[src/design/pce_map.vh]
`ifndef PCE_MAP_VH
`define PCE_MAP_VH

// ----------------------------------------------------------------
// register addresses
// ----------------------------------------------------------------
`define PCE_ADDR_DIG_MASK   8'h0B
`define PCE_ADDR_SPECIAL_FUNCTION_CONFIG     8'h0C
`define PCE_ADDR_ERR_CFG    8'h0D
`define PCE_ADDR_TEST_CAL   8'h0E
`define PCE_ADDR_CAL_TRIG   8'h2A
`define PCE_ADDR_TICK_CNT   8'h2E

// ----------------------------------------------------------------
// reset values and writable-bit masks
// ----------------------------------------------------------------
`define PCE_RST_DIG_MASK    8'h20
`define PCE_RST_SPECIAL_FUNCTION_CONFIG      8'h00
`define PCE_RST_ERR_CFG     8'h04
`define PCE_RST_TEST_CAL    8'h00
`define PCE_WMASK_DIG_MASK  8'h7F
`define PCE_WMASK_SPECIAL_FUNCTION_CONFIG    8'h3F
`define PCE_WMASK_ERR_CFG   8'h8F
`define PCE_WMASK_TEST_CAL  8'hFF
`define PCE_ZERO8           8'h00

// ----------------------------------------------------------------
// field positions
// ----------------------------------------------------------------
`define PCE_MSK_ROM         0
`define PCE_MSK_REGMAP      1
`define PCE_MSK_FREEZE      2
`define PCE_MSK_SCLK        3
`define PCE_SF_SWITCH_LO    0
`define PCE_SF_SWITCH_HI    1
`define PCE_SF_CALBUSY      2
`define PCE_SF_FAULT        3
`define PCE_SF_EXTCLK       4
`define PCE_SF_INTCLK       5
`define PCE_EC_DELAY_LO     0
`define PCE_EC_DELAY_HI     3
`define PCE_EC_NONLATCH     7
`define PCE_TC_MUX_LO       0
`define PCE_TC_MUX_HI       3
`define PCE_TC_SCHED_LO     4
`define PCE_TC_SCHED_HI     5
`define PCE_TC_CALTYPE      6
`define PCE_TC_GAIN_HI      7
`define PCE_TRIG_BIT        0

// ----------------------------------------------------------------
// timing
// ----------------------------------------------------------------
`define PCE_CLK_MHZ         40
`define PCE_TICK_US         1
`define PCE_MASTER_US       512
`define PCE_SCHED_S_1       9'd33
`define PCE_SCHED_S_2       9'd132
`define PCE_SCHED_S_3       9'd495
`define PCE_DLY_C9          7'd12
`define PCE_DLY_CA          7'd16
`define PCE_DLY_CB          7'd24
`define PCE_DLY_CC          7'd32
`define PCE_DLY_CD          7'd48
`define PCE_DLY_CE          7'd64
`define PCE_DLY_CF          7'd127

`endif

[src/design/pce_tick_div.v]
`timescale 1ns/1ps
// divides a stream of step pulses by ratio, one tick per ratio steps
module pce_tick_div #(
  parameter W = 8
) (
  input  wire         clk,
  input  wire         rst_n,
  input  wire         step,
  input  wire [W-1:0] ratio,
  output reg          tick
);
  reg [W-1:0] cnt_reg;
  wire        wrap;

  // a ratio of zero behaves as one
  assign wrap = (cnt_reg >= ratio - {{(W-1){1'b0}}, 1'b1}) ||
                (ratio == {W{1'b0}});

  // step counter and registered tick
  always @(posedge clk or negedge rst_n) begin
    if (!rst_n) begin
      cnt_reg <= {W{1'b0}};
      tick    <= 1'b0;
    end else begin
      tick <= step & wrap;
      if (step) begin
        if (wrap) begin
          cnt_reg <= {W{1'b0}};
        end else begin
          cnt_reg <= cnt_reg + {{(W-1){1'b0}}, 1'b1};
        end
      end
    end
  end
endmodule // pce_tick_div

[src/design/pce_err_flag.v]
`timescale 1ns/1ps
// one error flag: latching, or transparent after a persistence delay
module pce_err_flag (
  input  wire       clk,
  input  wire       rst_n,
  input  wire       cond,
  input  wire       mask,
  input  wire       nonlatch,
  input  wire       tick,
  input  wire [6:0] delay,
  input  wire       clear,
  output reg        flag
);
  reg  [6:0] run_reg;
  wire       live;

  assign live = cond & ~mask;

  // persistence counter in microsecond ticks, saturating
  always @(posedge clk or negedge rst_n) begin
    if (!rst_n) begin
      run_reg <= 7'h00;
    end else if (!live) begin
      run_reg <= 7'h00;
    end else if (tick && run_reg != 7'h7F) begin
      run_reg <= run_reg + 7'h01;
    end
  end

  // flag update; in latching mode a new event wins over a clear
  always @(posedge clk or negedge rst_n) begin
    if (!rst_n) begin
      flag <= 1'b0;
    end else if (mask) begin
      flag <= 1'b0;
    end else if (nonlatch) begin
      flag <= live & (run_reg >= delay);
    end else if (live) begin
      flag <= 1'b1;
    end else if (clear) begin
      flag <= 1'b0;
    end
  end
endmodule // pce_err_flag

[src/design/pce_config.v]
`timescale 1ns/1ps
`include "pce_map.vh"
// ----------------------------------------------------------------
// What this block does
// - freeze bit set stops the master tick counter, holding its value
// - serial clock count fault flag is forced off while its mask is set
// - register map checksum fault flag is forced off while masked
// - rom checksum fault flag is forced off while its mask is set
// - pin 4 output with clock-out enabled drives selected internal clock
// - pin 4 input with clock-import enabled makes it the timebase
// - imported clock is divided by the ext_clock_ratio input, zero acting as one
// - pin 3 output with fault enable shows the fault interrupt bit
// - pin 2 output with busy enable shows calibration busy
// - switch enable bits hand pins 1 and 0 to external switch bits
// - latching mode holds each tripped flag until it is cleared
// - non-latching mode shows error conditions transparently
// - non-latching flags set only after condition persists the delay
// - delay codes 0-8 literal, 9-F give 12,16,24,32,48,64,127
// - scale gain: 00 unity, lower bit 1.375, upper only 1.25
// - calibration type bit: 0 quick, 1 full
// - schedule field: off, or every 33, 132 or 495 seconds
// - during calibration inputs disconnect and busy stays asserted
// - test_input_and_cal_config code routes grounds or plus/minus 20 mV to inputs
// - test_input_and_cal_config reaches inputs only when both test switches are set
// - master tick counter advances every 512 us while not frozen
// - trigger write starts one calibration only when schedule is off
// ----------------------------------------------------------------
module pce_config #(
  parameter SECOND_US = 1000000,
  parameter CAL_QUICK_US = 100,
  parameter CAL_FULL_US = 1000
) (
  input  wire       clk,
  input  wire       reset_n,
  input  wire       reg_wr_en,
  input  wire       reg_rd_en,
  input  wire [7:0] reg_addr,
  input  wire [7:0] reg_wdata,
  output reg  [7:0] reg_rdata,
  input  wire [6:0] gpio_dir,
  input  wire [4:0] gpio_in,
  output reg  [4:0] gpio_out,
  output reg  [4:0] gpio_oe,
  input  wire       clock_out_select,
  input  wire [7:0] ext_clock_ratio,
  input  wire       fault_interrupt,
  input  wire [1:0] external_switch_bits,
  input  wire       scale_gain_lower_bit,
  input  wire       test_input_switch_a,
  input  wire       test_input_switch_b,
  input  wire       rom_checksum_fault_raw,
  input  wire       regmap_checksum_fault_raw,
  input  wire       serial_clock_count_fault_raw,
  input  wire [2:0] error_flag_clear,
  output wire [2:0] error_flags,
  output reg  [7:0] master_tick_counter,
  output reg  [1:0] scale_gain_code,
  output reg  [2:0] test_route_code,
  output reg        calibration_busy,
  output reg        calibration_full,
  output reg        inputs_disconnect,
  output reg        use_external_clock
);
  // ----------------------------------------------------------------
  // reset release
  // ----------------------------------------------------------------
  localparam [15:0] QUICK_TICKS = CAL_QUICK_US / `PCE_TICK_US;
  localparam [15:0] FULL_TICKS  = CAL_FULL_US / `PCE_TICK_US;
  localparam [7:0]  INT_RATIO   = `PCE_CLK_MHZ * `PCE_TICK_US;
  localparam [9:0]  MASTER_TICKS = `PCE_MASTER_US / `PCE_TICK_US;
  localparam [19:0] SECOND_TICKS = SECOND_US / `PCE_TICK_US;
  localparam        ST_IDLE = 1'b0;
  localparam        ST_RUN  = 1'b1;

  reg rst_s1_reg;
  reg rst_n_reg;

  // two-stage release of the asynchronous reset
  always @(posedge clk or negedge reset_n) begin
    if (!reset_n) begin
      rst_s1_reg <= 1'b0;
      rst_n_reg  <= 1'b0;
    end else begin
      rst_s1_reg <= 1'b1;
      rst_n_reg  <= rst_s1_reg;
    end
  end

  // ----------------------------------------------------------------
  // configuration registers
  // ----------------------------------------------------------------
  reg  [7:0] dig_mask_reg;
  reg  [7:0] special_function_config_reg;
  reg  [7:0] err_cfg_reg;
  reg  [7:0] test_cal_reg;
  wire [1:0] sched_sel;
  wire       trig_write;

  assign sched_sel = test_cal_reg[`PCE_TC_SCHED_HI:`PCE_TC_SCHED_LO];
  assign trig_write = reg_wr_en && (reg_addr == `PCE_ADDR_CAL_TRIG) &&
                      reg_wdata[`PCE_TRIG_BIT] && (sched_sel == 2'b00);

  // register writes, reserved bits stripped
  always @(posedge clk or negedge rst_n_reg) begin
    if (!rst_n_reg) begin
      dig_mask_reg <= `PCE_RST_DIG_MASK;
      special_function_config_reg   <= `PCE_RST_SPECIAL_FUNCTION_CONFIG;
      err_cfg_reg  <= `PCE_RST_ERR_CFG;
      test_cal_reg <= `PCE_RST_TEST_CAL;
    end else if (reg_wr_en) begin
      case (reg_addr)
        `PCE_ADDR_DIG_MASK:
          dig_mask_reg <= reg_wdata & `PCE_WMASK_DIG_MASK;
        `PCE_ADDR_SPECIAL_FUNCTION_CONFIG:
          special_function_config_reg <= reg_wdata & `PCE_WMASK_SPECIAL_FUNCTION_CONFIG;
        `PCE_ADDR_ERR_CFG:
          err_cfg_reg <= reg_wdata & `PCE_WMASK_ERR_CFG;
        `PCE_ADDR_TEST_CAL:
          test_cal_reg <= reg_wdata & `PCE_WMASK_TEST_CAL;
        default: begin
        end
      endcase
    end
  end

  // registered read data; unmapped and trigger read as zero
  always @(posedge clk or negedge rst_n_reg) begin
    if (!rst_n_reg) begin
      reg_rdata <= `PCE_ZERO8;
    end else if (reg_rd_en) begin
      case (reg_addr)
        `PCE_ADDR_DIG_MASK: reg_rdata <= dig_mask_reg;
        `PCE_ADDR_SPECIAL_FUNCTION_CONFIG:   reg_rdata <= special_function_config_reg;
        `PCE_ADDR_ERR_CFG:  reg_rdata <= err_cfg_reg;
        `PCE_ADDR_TEST_CAL: reg_rdata <= test_cal_reg;
        `PCE_ADDR_TICK_CNT: reg_rdata <= master_tick_counter;
        default:            reg_rdata <= `PCE_ZERO8;
      endcase
    end
  end

  // ----------------------------------------------------------------
  // timebase: internal divider or imported clock on pin 4
  // ----------------------------------------------------------------
  reg  ext_s1_reg;
  reg  ext_s2_reg;
  reg  ext_s3_reg;
  reg  ext_lvl_reg;
  wire ext_rise;
  wire int_tick;
  wire ext_tick;
  wire us_tick;

  // three-stage sampler; a change counts once stages two and three agree
  always @(posedge clk or negedge rst_n_reg) begin
    if (!rst_n_reg) begin
      ext_s1_reg  <= 1'b0;
      ext_s2_reg  <= 1'b0;
      ext_s3_reg  <= 1'b0;
      ext_lvl_reg <= 1'b0;
    end else begin
      ext_s1_reg <= gpio_in[4];
      ext_s2_reg <= ext_s1_reg;
      ext_s3_reg <= ext_s2_reg;
      if (ext_s2_reg == ext_s3_reg) begin
        ext_lvl_reg <= ext_s3_reg;
      end
    end
  end

  assign ext_rise = (ext_s2_reg == ext_s3_reg) & ext_s3_reg & ~ext_lvl_reg;

  // timebase source selection
  always @(posedge clk or negedge rst_n_reg) begin
    if (!rst_n_reg) begin
      use_external_clock <= 1'b0;
    end else begin
      use_external_clock <= ~gpio_dir[4] &
                            special_function_config_reg[`PCE_SF_EXTCLK];
    end
  end

  pce_tick_div #(.W(8)) u_int_div (
    .clk   (clk),
    .rst_n (rst_n_reg),
    .step  (1'b1),
    .ratio (INT_RATIO),
    .tick  (int_tick)
  );

  // imported edges divided down to the microsecond tick
  pce_tick_div #(.W(8)) u_ext_div (
    .clk   (clk),
    .rst_n (rst_n_reg),
    .step  (ext_rise),
    .ratio (ext_clock_ratio),
    .tick  (ext_tick)
  );

  assign us_tick = use_external_clock ? ext_tick : int_tick;

  // ----------------------------------------------------------------
  // master tick counter
  // ----------------------------------------------------------------
  reg  [9:0] master_div_reg;
  wire       master_step;

  assign master_step = us_tick &&
                       (master_div_reg == MASTER_TICKS - 10'd1);

  // advances every 512 us unless frozen
  always @(posedge clk or negedge rst_n_reg) begin
    if (!rst_n_reg) begin
      master_div_reg      <= 10'd0;
      master_tick_counter <= `PCE_ZERO8;
    end else if (us_tick) begin
      if (master_step) begin
        master_div_reg <= 10'd0;
        if (!dig_mask_reg[`PCE_MSK_FREEZE]) begin
          master_tick_counter <= master_tick_counter + 8'h01;
        end
      end else begin
        master_div_reg <= master_div_reg + 10'd1;
      end
    end
  end

  // ----------------------------------------------------------------
  // error flags
  // ----------------------------------------------------------------
  reg  [6:0] delay_ticks;
  wire       nonlatch;

  assign nonlatch = err_cfg_reg[`PCE_EC_NONLATCH];

  // suppression code to microsecond count
  always @* begin
    case (err_cfg_reg[`PCE_EC_DELAY_HI:`PCE_EC_DELAY_LO])
      4'h9:    delay_ticks = `PCE_DLY_C9;
      4'hA:    delay_ticks = `PCE_DLY_CA;
      4'hB:    delay_ticks = `PCE_DLY_CB;
      4'hC:    delay_ticks = `PCE_DLY_CC;
      4'hD:    delay_ticks = `PCE_DLY_CD;
      4'hE:    delay_ticks = `PCE_DLY_CE;
      4'hF:    delay_ticks = `PCE_DLY_CF;
      default: delay_ticks = {3'b000,
                   err_cfg_reg[`PCE_EC_DELAY_HI:`PCE_EC_DELAY_LO]};
    endcase
  end

  pce_err_flag u_rom_flag (
    .clk      (clk),
    .rst_n    (rst_n_reg),
    .cond     (rom_checksum_fault_raw),
    .mask     (dig_mask_reg[`PCE_MSK_ROM]),
    .nonlatch (nonlatch),
    .tick     (us_tick),
    .delay    (delay_ticks),
    .clear    (error_flag_clear[0]),
    .flag     (error_flags[0])
  );

  pce_err_flag u_regmap_flag (
    .clk      (clk),
    .rst_n    (rst_n_reg),
    .cond     (regmap_checksum_fault_raw),
    .mask     (dig_mask_reg[`PCE_MSK_REGMAP]),
    .nonlatch (nonlatch),
    .tick     (us_tick),
    .delay    (delay_ticks),
    .clear    (error_flag_clear[1]),
    .flag     (error_flags[1])
  );

  pce_err_flag u_sclk_flag (
    .clk      (clk),
    .rst_n    (rst_n_reg),
    .cond     (serial_clock_count_fault_raw),
    .mask     (dig_mask_reg[`PCE_MSK_SCLK]),
    .nonlatch (nonlatch),
    .tick     (us_tick),
    .delay    (delay_ticks),
    .clear    (error_flag_clear[2]),
    .flag     (error_flags[2])
  );

  // ----------------------------------------------------------------
  // calibration scheduling and sequencing
  // ----------------------------------------------------------------
  reg  [19:0] sec_div_reg;
  reg  [8:0]  sec_cnt_reg;
  reg  [1:0]  sched_prev_reg;
  reg  [8:0]  sched_target;
  reg         cal_state_reg;
  reg  [15:0] cal_cnt_reg;
  wire        sec_step;
  wire        sched_due;

  // interval in seconds for each schedule code
  always @* begin
    case (sched_sel)
      2'b01:   sched_target = `PCE_SCHED_S_1;
      2'b10:   sched_target = `PCE_SCHED_S_2;
      2'b11:   sched_target = `PCE_SCHED_S_3;
      default: sched_target = 9'd0;
    endcase
  end

  assign sec_step  = us_tick && (sec_div_reg == SECOND_TICKS - 20'd1);
  assign sched_due = sec_step && (sched_sel != 2'b00) &&
                     (sec_cnt_reg >= sched_target - 9'd1);

  // second prescaler and interval counter, restarted on a new code
  always @(posedge clk or negedge rst_n_reg) begin
    if (!rst_n_reg) begin
      sec_div_reg    <= 20'd0;
      sec_cnt_reg    <= 9'd0;
      sched_prev_reg <= 2'b00;
    end else begin
      sched_prev_reg <= sched_sel;
      if (sched_sel == 2'b00 || sched_sel != sched_prev_reg) begin
        sec_div_reg <= 20'd0;
        sec_cnt_reg <= 9'd0;
      end else if (us_tick) begin
        if (sec_step) begin
          sec_div_reg <= 20'd0;
          sec_cnt_reg <= sched_due ? 9'd0 : sec_cnt_reg + 9'd1;
        end else begin
          sec_div_reg <= sec_div_reg + 20'd1;
        end
      end
    end
  end

  // sequencer; a start while running is ignored
  always @(posedge clk or negedge rst_n_reg) begin
    if (!rst_n_reg) begin
      cal_state_reg     <= ST_IDLE;
      cal_cnt_reg       <= 16'd0;
      calibration_busy  <= 1'b0;
      inputs_disconnect <= 1'b0;
      calibration_full  <= 1'b0;
    end else begin
      case (cal_state_reg)
        ST_IDLE: begin
          if (trig_write || sched_due) begin
            cal_state_reg     <= ST_RUN;
            cal_cnt_reg       <= 16'd0;
            calibration_busy  <= 1'b1;
            inputs_disconnect <= 1'b1;
            calibration_full  <= test_cal_reg[`PCE_TC_CALTYPE];
          end
        end
        ST_RUN: begin
          if (us_tick) begin
            if (cal_cnt_reg >= (calibration_full ? FULL_TICKS :
                                QUICK_TICKS) - 16'd1) begin
              cal_state_reg     <= ST_IDLE;
              calibration_busy  <= 1'b0;
              inputs_disconnect <= 1'b0;
            end else begin
              cal_cnt_reg <= cal_cnt_reg + 16'd1;
            end
          end
        end
        default: cal_state_reg <= ST_IDLE;
      endcase
    end
  end

  // ----------------------------------------------------------------
  // analog control decode
  // ----------------------------------------------------------------
  always @(posedge clk or negedge rst_n_reg) begin
    if (!rst_n_reg) begin
      scale_gain_code <= 2'b00;
      test_route_code <= 3'd0;
    end else begin
      // 00 unity, 01 x1.375, 10 x1.25
      if (scale_gain_lower_bit) begin
        scale_gain_code <= 2'b01;
      end else if (test_cal_reg[`PCE_TC_GAIN_HI]) begin
        scale_gain_code <= 2'b10;
      end else begin
        scale_gain_code <= 2'b00;
      end
      // 0 open, 1 a/a, 2 d/a, 3 a/d, 4 d/d, 5 +20mV, 6 -20mV
      if (!(test_input_switch_a && test_input_switch_b)) begin
        test_route_code <= 3'd0;
      end else begin
        case (test_cal_reg[`PCE_TC_MUX_HI:`PCE_TC_MUX_LO])
          4'b0000: test_route_code <= 3'd1;
          4'b0001: test_route_code <= 3'd2;
          4'b0100: test_route_code <= 3'd3;
          4'b0101: test_route_code <= 3'd4;
          4'b1010: test_route_code <= 3'd5;
          4'b1111: test_route_code <= 3'd6;
          default: test_route_code <= 3'd0;
        endcase
      end
    end
  end

  // ----------------------------------------------------------------
  // special functions on pins 0 to 4
  // ----------------------------------------------------------------
  reg clk_a_reg;
  reg clk_b_reg;

  // internal clocks: half the tick rate, and half the master rate
  always @(posedge clk or negedge rst_n_reg) begin
    if (!rst_n_reg) begin
      clk_a_reg <= 1'b0;
      clk_b_reg <= 1'b0;
    end else begin
      if (int_tick) begin
        clk_a_reg <= ~clk_a_reg;
      end
      if (master_step) begin
        clk_b_reg <= ~clk_b_reg;
      end
    end
  end

  // registered pin drive and enables
  always @(posedge clk or negedge rst_n_reg) begin
    if (!rst_n_reg) begin
      gpio_out <= 5'h00;
      gpio_oe  <= 5'h00;
    end else begin
      gpio_out[4] <= clock_out_select ? clk_b_reg : clk_a_reg;
      gpio_oe[4]  <= gpio_dir[4] & special_function_config_reg[`PCE_SF_INTCLK];
      gpio_out[3] <= fault_interrupt;
      gpio_oe[3]  <= gpio_dir[3] & special_function_config_reg[`PCE_SF_FAULT];
      gpio_out[2] <= calibration_busy;
      gpio_oe[2]  <= gpio_dir[2] & special_function_config_reg[`PCE_SF_CALBUSY];
      gpio_out[1] <= external_switch_bits[1];
      gpio_oe[1]  <= special_function_config_reg[`PCE_SF_SWITCH_HI];
      gpio_out[0] <= external_switch_bits[0];
      gpio_oe[0]  <= special_function_config_reg[`PCE_SF_SWITCH_LO];
    end
  end
endmodule // pce_config

[config.mk]
export PLATFORM = sky130hd
export DESIGN_NAME = pce_config
export DESIGN_NICKNAME = d
export VERILOG_FILES = /design/src/design/pce_tick_div.v /design/src/design/pce_err_flag.v /design/src/design/pce_config.v
export VERILOG_INCLUDE_DIRS = /design/src /design/src/design
export SDC_FILE = /design/constraint.sdc
export NUM_CORES = 1
export LEC_CHECK = 0
export BUFFER_PORTS_ARGS = -buffer_cell sky130_fd_sc_hd__buf_4
export CAP_MARGIN = 25
export CORE_MARGIN = 2
export CORE_UTILIZATION = 54
export DETAILED_ROUTE_END_ITERATION = 8
export GPL_ROUTABILITY_DRIVEN = 0
export GPL_TIMING_DRIVEN = 1
export MAX_ROUTING_LAYER = met4
export PLACE_DENSITY = 0.85
export RECOVER_POWER = 100
export SLEW_MARGIN = 10
export SYNTH_ARGS = -nofsm -noshare
export SYNTH_HDL_FRONTEND = slang
export SYNTH_SLANG_ARGS = --single-unit
[constraint.sdc]
create_clock -name clk -period 5.5 [get_ports clk]
set_clock_uncertainty 0.15 [all_clocks]
set_input_delay 0.55 -clock clk [delete_from_list [all_inputs] [get_ports clk]]
set_output_delay 0.55 -clock clk [all_outputs]
set_load 0.05 [all_outputs]
==> metrics.cfg <==
[clocking]
cts.sinks = 168
clkLatencyLatePin_ns = 0.44
clockBufferDepth = 2
cts_setup_buffers = 0
cts_buffers = 17
clkTransAtPathRegs_ns = 0.07
cts_root_buf = clkbuf_16
h-tree-depth = 4
cts_tree = yes

[detailed_routing]
avgViaCountPerCell = 5.80
wl_per_cell_um = 16.7
drt_iter0_drc = 519
drt-pass1-iter-count = 6
wl_mm = 19.6
ant_nets = 0
route.detailed.drc = 0
num_vias = 6813

[synth]
syn_inst = 861
synth_largest_area_cell = dfrtp_1
synth_cell_types = 66
ys_seq_elements = 168
yosys_most_used_dff = dfrtp_1
synth_edf_count = 0
yosys_warnings = 0
synth.avg_cell_area_um2 = 10.2
synth_top_area_share_pct = 47.5
yosys-top-cells-area = dfrtp_1 (48%), ha_1 (7.4%), mux2_2 (4.5%)
syn_area_um2 = 8740
synthArstFlopShare_pct = 100
synth.most_common_cell = dfrtp_1
yosysSeqAreaShare_pct = 48.1
synthTopCellsByCount = dfrtp_1 (166), nor2_1 (102), nand2_1 (71)

[sta]
fin_hold_ws_ns = 0.0869
slew_headroom_pct = -38.9
hold_viol = 0
setup_viol = 0
finalWorstSetupSlack_ns = 1.67
min_period_over_period_pct = 69.7
tns_ns = 0
rsz0062_at_grt = no
slew_violations = 71
worstMarginPinSlew_ns = 2.08
fmax_ghz = 0.261
min_period_ns = 3.83

[status]
violations = capacitance limit, slew limit
status = finished, violations left

[die]
die_h_um = 131
ios = 91
core-area_um2 = 15800
fp.dieArea_um2 = 17200
die_w_um = 131
start_util_pct = 55.2
placement_rows = 46

[setup_path]
setup.worst_path.class = reg2reg
worstPathArrival_ns = 3.94
start_kind = register
crit_fanout = 14
endpoint_kind = register
required_ns = 5.61

[final_layout]
area.growth.synth_to_final_pct = 14.3
utilization_pct = 63.1
fin_nets = 1051
final-instance-count-excl-fill = 1175
largest_reg_flops = 20
n_antenna_cell = 0
drive_gt1_share_pct = 12.8

[grt]
antenna_found_initial = 0
grt_pass1_wl_mm = 32.9
gr-usage-all-layers_pct = 24.3
grt_pass1_vias = 6789
grt_start_max_net_pins = 59
grt-ovfl-total = 0

[power_and_ir_drop]
power.leakage_nw = 4.57
power_density_nw_per_um2 = 313
ir_drop_uv = 217

[placement]
dp_slack_ns = 2.21
dpl.hpwl_mm = 13.8
place_inst = 1141
io_buffers = 82

[min_path]
hold_class = in2reg

[job]
drv_cap = 2

-- kinds of logic after synthesis --
| logic type | Yosys count | share of synthesized area, % |
|---|---|---|
| adder cells (fa/ha/maj) | 52 | 7.44 |
| multiplexers | 38 | 4.85 |
| other | 2 | 0.0859 |
| flip-flops | 168 | 48.1 |
| XOR/XNOR | 64 | 6.41 |
| AND/OR/NAND/NOR | 339 | 19.4 |
| AO/OA/AOI/OAI | 143 | 11.0 |
| buffers and inverters | 55 | 2.69 |
-- cells in the final DEF (no fill, tap or decap), types with 4 or more instances in the layout --
cell type  synthesis  layout
a222oi_1           5       5
clkbuf_16          0      17
xor2_1            33      33
xnor2_1           31      31
a21o_1             9       9
nand2b_1          11      11
or3_1              5       5
o21ai_0           27      29
buf_4              5      35
a211oi_1           5       5
and3_1            12      12
o2bb2ai_1          4       4
a31oi_1           17      17
nand3_1           41      41
nor2_1           102     103
and4_1             8       8
or2_2              5       5
mux2_2            35      34
o211ai_1           5       5
ha_1              52      52
and2_1             7       5
nand4_1           24      24
a211o_1            4       4
clkbuf_4           0       5
inv_1             31      31
dfrtp_1          166     166
nor3_1            18      18
nor2b_1            9       9
o22ai_1            7       7
a21oi_1           28      28
nor4_1             6       7
nand2_1           71      71
clkbuf_1          15      46
a22o_1             6       6
-- critical path, cell delays in order (launching register included) --
cell       delay (ns)
dfrtp_1          0.52
inv_1            0.15
ha_1             0.41
ha_1             0.33
nand2_1          0.05
or3_1            0.36
a2bb2oi_1        0.24
o31ai_1          1.31
nor2_1           0.14
-- power breakdown --
part | switching (mW) | internal (mW)
registers | 0.127 | 1.34
logic | 0.238 | 0.180
clock network | 0.516 | 0.725
total | 0.881 | 2.25
-- final timing paths --
| kind | from | depth (start not counted) | slack, ns | end |
|---|---|---|---|---|
| max in group asynchronous | rst_n_reg | 1 | 2.16 | sec_cnt_reg[8] |
| worst min-delay path | external_switch_bits[1] | 1 | 0.09 | gpio_out[1] |
| worst max-delay path | test_cal_reg[4] | 8 | 1.67 | cal_cnt_reg[9] |
| worst min register to register | rst_s1_reg | 0 | 0.20 | rst_n_reg |
| worst max register to register | test_cal_reg[4] | 8 | 1.67 | cal_cnt_reg[9] |
| min in group asynchronous | reset_n | 2 | 0.28 | rst_s1_reg |
-- routing by layer --
| metal | routed length (µm) | vias to the layer above | global-route usage (%) |
|---|---|---|---|
| met5 | 0 | - | - |
| li1 | - | 3243 | - |
| met4 | 640 | 0 | 11.1 |
| met3 | 891 | 45 | 4.40 |
| met1 | 8550 | 3332 | 31.0 |
| met2 | 9490 | 193 | 38.0 |
-- layout make-up --
type | instances | area [µm²]
clock buffer | 18 | 429
multi-input combinational | 639 | 4280
clock inverter | 14 | 189
tap | 216 | 270
timing repair buffer | 89 | 494
inverter | 31 | 116
sequential | 168 | 4210
fill | 1247 | 5840
-- through the flow --
stage	power, mW	area, µm²
floorplan	1.78	8740
global placement	1.89	9540
detailed placement	1.91	9550
CTS	3.15	10200
global route	3.26	9990
finish	3.13	9990
-- repair_timing --
item / CTS / global route
endpoints found under the hold margin: 2 / 0
hold buffers: 1 / 0
gates resized for setup: 0 / 0
No activity file was read; power rests on OpenSTA's default activity.
